[config.mk]
export PLATFORM = sky130hd
export DESIGN_NAME = cdc_config_done
export DESIGN_NICKNAME = d
export VERILOG_FILES = /design/src/cdc_pkg.sv /design/src/cdc_sync.sv /design/src/cdc_config_done.sv
export VERILOG_INCLUDE_DIRS = /design/src
export SDC_FILE = /design/constraint.sdc
export NUM_CORES = 1
export LEC_CHECK = 0
export BUFFER_PORTS_ARGS = -buffer_cell sky130_fd_sc_hd__clkbuf_2
export CORE_ASPECT_RATIO = 0.5
export CORE_MARGIN = 1.5
export CORE_UTILIZATION = 30
export CTS_BUF_LIST = sky130_fd_sc_hd__clkbuf_2
export CTS_CLUSTER_DIAMETER = 100
export DETAILED_ROUTE_END_ITERATION = 8
export GPL_ROUTABILITY_DRIVEN = 0
export GPL_TIMING_DRIVEN = 0
export PLACE_DENSITY = 0.58
export SLEW_MARGIN = 20
export SYNTH_ARGS = -nofsm -noshare
export SYNTH_HDL_FRONTEND = slang
export SYNTH_SLANG_ARGS = --single-unit
[constraint.sdc]
create_clock -name clock -period 3.2 [get_ports clock]
set_input_delay 0.8 -clock clock [delete_from_list [all_inputs] [get_ports clock]]
set_output_delay 0.8 -clock clock [all_outputs]
set_load 0.01 [all_outputs]
[src/cdc_params.svh]
`ifndef CDC_PARAMS_SVH
`define CDC_PARAMS_SVH

`define CDC_POR_CYCLES 8'h10
`define CDC_INIT_CYCLES 8'h08
`define CDC_CNT_W 8

`endif

[src/cdc_pkg.sv]
package cdc_pkg;
    typedef enum logic [5:0] {
        CDC_RESET   = 6'h01,
        CDC_WAIT_CE = 6'h02,
        CDC_LOAD    = 6'h04,
        CDC_INIT    = 6'h08,
        CDC_USER    = 6'h10,
        CDC_ERROR   = 6'h20
    } cdc_state_t;
endpackage

[src/cdc_sync.sv]
`timescale 1ns/1ps
`default_nettype none
// ****************************************
// Two-stage synchroniser
// ****************************************
module cdc_sync (
    input wire logic clock,
    input wire logic sys_rst,
    input wire logic async_in,
    output logic sync_out
);
    logic meta_ff;
    logic sync_ff;
    logic nxt_meta;
    logic nxt_sync;

    always_comb begin
        nxt_meta = async_in;
        nxt_sync = meta_ff;
    end

    always_ff @(posedge clock) begin
        if (sys_rst) begin
            meta_ff <= 1'h1;
            sync_ff <= 1'h1;
        end else begin
            meta_ff <= nxt_meta;
            sync_ff <= nxt_sync;
        end
    end

    assign sync_out = sync_ff;
endmodule
`default_nettype wire

[src/cdc_config_done.sv]
// Contract
// - Config-complete line driven low before and during configuration.
// - Line released only after all bits, no error, initialization started.
// - Enter user mode only after data received and line seen high.
// - After user mode, external low on the line is ignored.
// - Chain-enable output driven low when own configuration completes.
// - Memory select enables serial memory, or parallel flash enable.
// - Option off frees chain pin as user I/O after configuration.
// - Drive error line low on error; external low during load or initialization enters error state.
// - Reconfig request low resets, floats pins; high starts new configuration.
`timescale 1ns/1ps
`default_nettype none
`include "cdc_params.svh"
module cdc_config_done
    import cdc_pkg::*;
(
    input wire logic clock,
    input wire logic sys_rst,
    input wire logic chip_enable_n_in,
    input wire logic reconfig_request_in,
    input wire logic config_complete_line_in,
    input wire logic error_status_in,
    input wire logic active_serial_scheme,
    input wire logic active_parallel_scheme,
    input wire logic chain_out_enable_opt,
    input wire logic data_all_received,
    input wire logic data_error,
    input wire logic user_chain_pin_out,
    input wire logic user_chain_pin_oe,
    output logic config_complete_line_out,
    output logic config_complete_line_oe,
    output logic chain_enable_out,
    output logic chain_enable_oe,
    output logic error_status_out,
    output logic error_status_oe,
    output logic serial_memory_select_n,
    output logic serial_memory_select_oe,
    output logic user_pins_float,
    output logic user_mode
);
    // ****************************************
    // Pin synchronisers
    // ****************************************
    logic ce_n_s;
    logic reconfig_s;
    logic done_line_s;
    logic err_line_s;

    cdc_sync u_sync_ce (.clock(clock), .sys_rst(sys_rst),
        .async_in(chip_enable_n_in), .sync_out(ce_n_s));
    cdc_sync u_sync_rc (.clock(clock), .sys_rst(sys_rst),
        .async_in(reconfig_request_in), .sync_out(reconfig_s));
    cdc_sync u_sync_dn (.clock(clock), .sys_rst(sys_rst),
        .async_in(config_complete_line_in), .sync_out(done_line_s));
    cdc_sync u_sync_er (.clock(clock), .sys_rst(sys_rst),
        .async_in(error_status_in), .sync_out(err_line_s));

    // ****************************************
    // Configuration sequencer
    // ****************************************
    cdc_state_t state_ff;
    cdc_state_t nxt_state;
    logic [`CDC_CNT_W-1:0] cnt_ff;
    logic [`CDC_CNT_W-1:0] nxt_cnt;
    logic own_err_ff;
    logic nxt_own_err;

    always_comb begin
        nxt_state = state_ff;
        nxt_cnt = cnt_ff;
        nxt_own_err = own_err_ff;
        if (!reconfig_s) begin
            nxt_state = CDC_RESET;
            nxt_cnt = '0;
            nxt_own_err = 1'h0;
        end else begin
            unique case (state_ff)
                CDC_RESET: begin
                    if (cnt_ff == `CDC_POR_CYCLES) begin
                        nxt_state = CDC_WAIT_CE;
                        nxt_cnt = '0;
                    end else begin
                        nxt_cnt = cnt_ff + 1'h1;
                    end
                end
                CDC_WAIT_CE: begin
                    // Status line must read back released first, else its
                    // synchroniser lag would look like an external error
                    if (!ce_n_s && err_line_s) begin
                        nxt_state = CDC_LOAD;
                    end
                end
                CDC_LOAD: begin
                    if (!err_line_s) begin
                        nxt_state = CDC_ERROR;
                    end else if (data_error) begin
                        nxt_state = CDC_ERROR;
                        nxt_own_err = 1'h1;
                    end else if (ce_n_s) begin
                        nxt_state = CDC_WAIT_CE;
                    end else if (data_all_received) begin
                        nxt_state = CDC_INIT;
                        nxt_cnt = '0;
                    end
                end
                CDC_INIT: begin
                    if (!err_line_s) begin
                        nxt_state = CDC_ERROR;
                    end else if (done_line_s) begin
                        // Count only while the line is seen high
                        if (cnt_ff == `CDC_INIT_CYCLES) begin
                            nxt_state = CDC_USER;
                        end else begin
                            nxt_cnt = cnt_ff + 1'h1;
                        end
                    end
                end
                CDC_USER: begin
                    nxt_state = CDC_USER;
                end
                CDC_ERROR: begin
                    nxt_state = CDC_ERROR;
                end
                default: begin
                    nxt_state = CDC_RESET;
                end
            endcase
        end
    end

    always_ff @(posedge clock) begin
        if (sys_rst) begin
            state_ff <= CDC_RESET;
            cnt_ff <= '0;
            own_err_ff <= 1'h0;
        end else begin
            state_ff <= nxt_state;
            cnt_ff <= nxt_cnt;
            own_err_ff <= nxt_own_err;
        end
    end

    // ****************************************
    // Pin drivers
    // ****************************************
    logic done_oe_ff, nxt_done_oe;
    logic chain_oe_ff, nxt_chain_oe;
    logic chain_out_ff, nxt_chain_out;
    logic err_oe_ff, nxt_err_oe;
    logic msel_n_ff, nxt_msel_n;
    logic msel_oe_ff, nxt_msel_oe;
    logic float_ff, nxt_float;
    logic user_ff, nxt_user;

    always_comb begin
        nxt_done_oe = (nxt_state != CDC_INIT) && (nxt_state != CDC_USER);
        nxt_user = (nxt_state == CDC_USER);
        nxt_chain_out = 1'h0;
        nxt_chain_oe = 1'h0;
        if (nxt_user) begin
            if (chain_out_enable_opt) begin
                nxt_chain_oe = 1'h1;
            end else begin
                nxt_chain_out = user_chain_pin_out;
                nxt_chain_oe = user_chain_pin_oe;
            end
        end
        nxt_err_oe = (nxt_state == CDC_RESET) ||
            ((nxt_state == CDC_ERROR) && nxt_own_err);
        nxt_msel_oe = (active_serial_scheme || active_parallel_scheme) &&
            (nxt_state != CDC_USER);
        nxt_msel_n = !(nxt_state == CDC_LOAD);
        nxt_float = !nxt_user;
    end

    always_ff @(posedge clock) begin
        if (sys_rst) begin
            done_oe_ff <= 1'h1;
            chain_oe_ff <= 1'h0;
            chain_out_ff <= 1'h0;
            err_oe_ff <= 1'h1;
            msel_n_ff <= 1'h1;
            msel_oe_ff <= 1'h0;
            float_ff <= 1'h1;
            user_ff <= 1'h0;
        end else begin
            done_oe_ff <= nxt_done_oe;
            chain_oe_ff <= nxt_chain_oe;
            chain_out_ff <= nxt_chain_out;
            err_oe_ff <= nxt_err_oe;
            msel_n_ff <= nxt_msel_n;
            msel_oe_ff <= nxt_msel_oe;
            float_ff <= nxt_float;
            user_ff <= nxt_user;
        end
    end

    assign config_complete_line_out = 1'h0;
    assign config_complete_line_oe = done_oe_ff;
    assign chain_enable_out = chain_out_ff;
    assign chain_enable_oe = chain_oe_ff;
    assign error_status_out = 1'h0;
    assign error_status_oe = err_oe_ff;
    assign serial_memory_select_n = msel_n_ff;
    assign serial_memory_select_oe = msel_oe_ff;
    assign user_pins_float = float_ff;
    assign user_mode = user_ff;
endmodule
`default_nettype wire

== After elaboration in Yosys (flattened, before gate mapping) ==
Cells that the tools add are included.
Cells by class
  add/sub/neg operators: 1
  multiply operators: 0
  div/mod/pow operators: 0
  order comparisons: 0
  equality and inequality tests: 21
  shift operators: 0
  mux-type cells: 25
  bitwise logic cells: 2
  reductions and logical operators: 14
Operators with widths (number)
  $mux 8: 8
  $mux 6: 10
  $pmux 6 s6: 1
  $pmux 8 s3: 1
  $eq 6x1->1 const B: 2
  $eq 6x3->1 const B: 2
  $eq 6x5->1 const B: 2
  $eq 6x6->1 const B: 2
  $add 8x1->8 const B: 1
  $eq 8x4->1 const B: 1
  $eq 8x5->1 const B: 1
  $ne 2x2->1 const B: 4
  $reduce_and 8->1: 1
  $eq 6x2->1 const B: 1
  $eq 6x4->1 const B: 1
  $ne 2x1->1 const B: 3
  $ne 6x4->1 const B: 1
  $ne 6x5->1 const B: 1
  $mux 1: 5
  $logic_and 1x1->1: 4
  $reduce_or 2->1: 2
  $logic_not 1->1: 3
  $reduce_bool 3->1: 1
  $reduce_or 3->1: 1
  other kinds (2): 4
Storage, ports and cells
  register bits after elaboration: 31
  latch bits: 0
  bits in writable memories: 0
  ROM bits: 0
  word-level logic and storage cells: 82
  memories kept: 0

== Longest topological paths before layout ==
  word-level depth: 9
  gate-level depth with buffers: 8
  mapped depth without buffers: 7

== Modules after synthesis ==
A second synthesis with hierarchy kept.
Unflattened totals
  cells, all modules: 157
  area total of the unflattened synthesis: 1397.6 µm²
Modules (own cells, without submodules)
  cdc_config_done: instances 1, cells each 141, area each 1187.4 µm², seq. area each 460.4 µm²
  cdc_sync: instances 4, cells each 4, area each 52.6 µm², seq. area each 40.0 µm²

== Least setup slack after synthesis ==
OpenSTA, ideal clock, no wires.
  path kind: in2reg
  from: input port data_error
  to: register cnt_ff[1]
  library setup time: 70 ps
  data arrival time: 2014 ps
  slack: 1116 ps
  stages: 6
  path through: and4bb_2 and4_1 a211oi_2 buf_4 or3b_1 a21oi_1
On the way
  cells in the longest elaborated chain, start to end: 2
RTL lines
  start: declaration: RTL line cdc_config_done.sv:27  | input wire logic data_error,
  $ne 2x2->1 (no source line)
  $reduce_and 8->1 (no source line)
  end signal: assignment: RTL line cdc_config_done.sv:138  | cnt_ff <= nxt_cnt;
  end: declaration: RTL line cdc_config_done.sv:63  | logic [`CDC_CNT_W-1:0] cnt_ff;
Every way passes these cells.
A chain may end at the register's enable or synchronous reset.

== Final worst setup path ==
  from: register state_ff[5]
  to: register chain_out_ff, in the netlist chain_enable_out
On the way
  cells in the longest elaborated chain, start to end: 9
  elaborated cells on any way between the ends: 20
  classes of those cells: eq/ne: 7; mux: 11; bitwise: 1; reduce/logical: 1
RTL lines
  start: declaration: RTL line cdc_config_done.sv:61  | cdc_state_t state_ff;
  start signal: assignment: RTL line cdc_config_done.sv:137  | state_ff <= nxt_state;
  $mux 6: RTL line cdc_config_done.sv:101  | end else if (data_all_received) begin
  $mux 6: RTL line cdc_config_done.sv:99  | end else if (ce_n_s) begin
  $mux 6: RTL line cdc_config_done.sv:96  | end else if (data_error) begin
  $mux 6: RTL line cdc_config_done.sv:94  | if (!err_line_s) begin
  $pmux 6 s6 *: RTL line cdc_config_done.sv:77  | unique case (state_ff)
  $mux 6 *: RTL line cdc_config_done.sv:72  | if (!reconfig_s) begin
  $eq 6x5->1 *: RTL line cdc_config_done.sv:157  | nxt_user = (nxt_state == CDC_USER);
  $not 1->1 (no source line) *
  $reduce_or 3->1 (no source line) *
  end signal: assignment: RTL line cdc_config_done.sv:189  | chain_out_ff <= nxt_chain_out;
  end: declaration: RTL line cdc_config_done.sv:148  | logic chain_out_ff, nxt_chain_out;
Mark *: on every way between the ends. The rest lies on a longest branch, timed or not.

==> results.cfg <==
[run_status]
outcome = complete, no violations

[sta]
rsz0062_at_grt = false
fin_tns_setup_ns = 0
drv_slew = 0
finClkSkew_ns = 0.00911
clock.fmax_mhz = 454
worst_pin_slew_ns = 0.786
hold_viol_final = 0
finalCriticalPeriod_ns = 2.20
slew_headroom_pct = 47.0
setup_violations = 0
finalCritPeriodShare_pct = 68.9

[power]
total_power_uw = 700
vdd_drop_max_v = 0.000145
power_density_nw_per_um2 = 436
p_leak_nw = 0.647

[cells_and_area]
multiInputGateArea_um2 = 702
mostFrequentLayoutCell = dfxtp_1
final_nets = 192
final-seq-area_um2 = 621
antenna_cells = 0
layout_common_cells = dfxtp_1, clkbuf_2, a21oi_1, nor2_1, nand2_1
fill_cells = 453
syn2layout_area_growth_pct = 17.5
drive_above_1_share_pct = 24.7
layout.cells.non_filler = 235
final_cell_area_um2 = 1610

[die]
die-area_um2 = 5000
io_pins = 23
initial_core_util_pct = 31.2
core_area_um2 = 4380
rows = 17
fp.dieH_um = 50.7
die_w_um = 98.5

[yosys]
yosysWarnings = 0
synth_cells = 149
synth_cell_types = 47
synth-async-reset-ratio_pct = 0
synth.avg_cell_area_um2 = 9.18
post_synth_instance_area_um2 = 1370
synth_seq_cells = 31
ys_seq_area_share_pct = 45.4
synthFlopType = dfxtp_1
synth_edf_count = 0

[critical_path]
end_kind = flip-flop
worstReg2RegStart = state_ff[5]
crit_path_max_incr_delay_ns = 0.67
required_ns = 3.50
critPathSlowestCell = o21ai_0
crit_fanout = 8
crit_start = state_ff[5]
cp_num_buf_inv = 0
worstSetupPathType = flip-flop to flip-flop
cp_cell_sequence = nor4b_1, nand3_1, o21ai_0, and4b_1
startpoint_type = flip-flop
crit_arrival_ns = 2.51
critical_path.top_delay_family = simple AND/OR/NAND/NOR gates

[cts]
cts_max_level = 2
cts_tree = built
cts_buffers = 5
cts_root_buf = clkbuf_2
cts_setup_buffers = 0
postCtsHoldBufs = 0
clkSinkCount = 31
clk_pin_slew_ns = 0.16
insertion_delay_ns = 0.36
cts_resized = 0
clock_path_buffers = 2

[placement]
place_inst = 227
port_buffers = 20
postPlaceCellArea_um2 = 1540
hpwl_um = 1980

[worst_hold_path]
hold_class = flip-flop to flip-flop
hp-start = u_sync_dn.meta_ff

[global_route]
antenna_found_initial = 0
grt_pass1_wl_um = 4560
grt_util_all_layers_pct = 11.9
grt_max_degree = 11
grt_pass1_vias = 1050
grt-ovfl-total = 0

[route]
vias = 1145
drc = 0
drt_first_pass_iters = 4
finalWirelength_um = 2620
first_iter_violations = 42
wl_per_cell_um = 11.1
ant_nets = 0
via_per_inst = 4.87

[job]
cap_violations = 0
==> Yosys cell counts (2+ instances only) <==
| cell type | count | area [µm²] |
|---|---|---|
| clkbuf_1 | 2 | 7.51 |
| or3b_1 | 2 | 17.5 |
| o31ai_1 | 2 | 15.0 |
| and2_1 | 4 | 25.0 |
| ha_1 | 2 | 25.0 |
| buf_4 | 3 | 22.5 |
| a21oi_1 | 11 | 55.1 |
| o211a_1 | 2 | 20.0 |
| or2_2 | 9 | 56.3 |
| nand3_1 | 4 | 20.0 |
| or3_1 | 6 | 37.5 |
| nor3b_1 | 3 | 22.5 |
| nor2_1 | 10 | 37.5 |
| dfxtp_1 | 31 | 621 |
| inv_1 | 5 | 18.8 |
| nand2b_1 | 2 | 12.5 |
| o21ai_0 | 9 | 45.0 |
| nand2_1 | 10 | 37.5 |
| a31oi_1 | 4 | 25.0 |
==> stage by stage <==
| stage | util (%) | setup WS (ns) | hold slack [ns] |
|---|---|---|---|
| final | 36.7 | 0.996 | 0.431 |
| after global routing | 36.7 | 0.747 | 0.462 |
| after CTS | 36.7 | 1.03 | 0.429 |
| after detailed placement | 35.2 | 0.850 | 0.401 |
| after global placement | 35.2 | 0.873 | 0.393 |
| after floorplan | - | 1.12 | 0.389 |
==> kinds of logic after synthesis <==
| kind of cell | Yosys count | synth area share [%] |
|---|---|---|
| xor+xnor | 2 | 1.28 |
| compound gates | 36 | 16.6 |
| flops | 31 | 45.4 |
| simple gates | 67 | 31.1 |
| buf+inv | 10 | 3.57 |
| other cells | 1 | 0.274 |
| fa+ha+maj | 2 | 1.83 |
==> registers in the layout, summed over array words and instances, names as in the netlist <==
signal / cells
cnt_ff: 8
state_ff: 6
chain_enable_oe: 1
chain_enable_out: 1
config_complete_line_oe: 1
error_status_oe: 1
own_err_ff: 1
serial_memory_select_n: 1
serial_memory_select_oe: 1
u_sync_ce.meta_ff: 1
u_sync_ce.sync_out: 1
u_sync_dn.meta_ff: 1
u_sync_dn.sync_out: 1
u_sync_er.meta_ff: 1
u_sync_er.sync_out: 1
u_sync_rc.meta_ff: 1
u_sync_rc.sync_out: 1
user_mode: 1
user_pins_float: 1
==> worst paths after layout <==
check | to | cells after the start | slack [ns]
min | u_sync_dn.sync_out | 1 | 0.43
max | chain_enable_out | 4 | 1.0
min reg2reg | u_sync_dn.sync_out | 1 | 0.43
max reg2reg | chain_enable_out | 4 | 1.0
==> metal layers <==
layer  vias to the layer above  global-route usage [%]  part of all wire (%)  wire, µm
met4                         0                    3.52                   1.1        29
met3                         6                    5.01                   4.8       127
li1                        585                       -                     -         -
met5                         -                       0                     0         0
met2                        30                    19.9                    46      1200
met1                       524                    14.2                    48      1260
==> cell type report <==
| type | count | area share (%) |
|---|---|---|
| buffer | 5 | 1.87 |
| clock buffer | 5 | 1.56 |
| multi-input combinational | 109 | 43.7 |
| sequential | 31 | 38.6 |
| clock inverter | 3 | 2.41 |
| timing repair buffer | 20 | 6.23 |
| inverter | 5 | 1.17 |
| tap | 57 | 4.44 |
==> power breakdown <==
part	switching (mW)	internal (mW)	leakage (nW)
combinational	0.0203	0.0208	0.353
sequential	0.00520	0.395	0.253
clock	0.131	0.129	0.0404
Power figures use the tool's default switching activity.
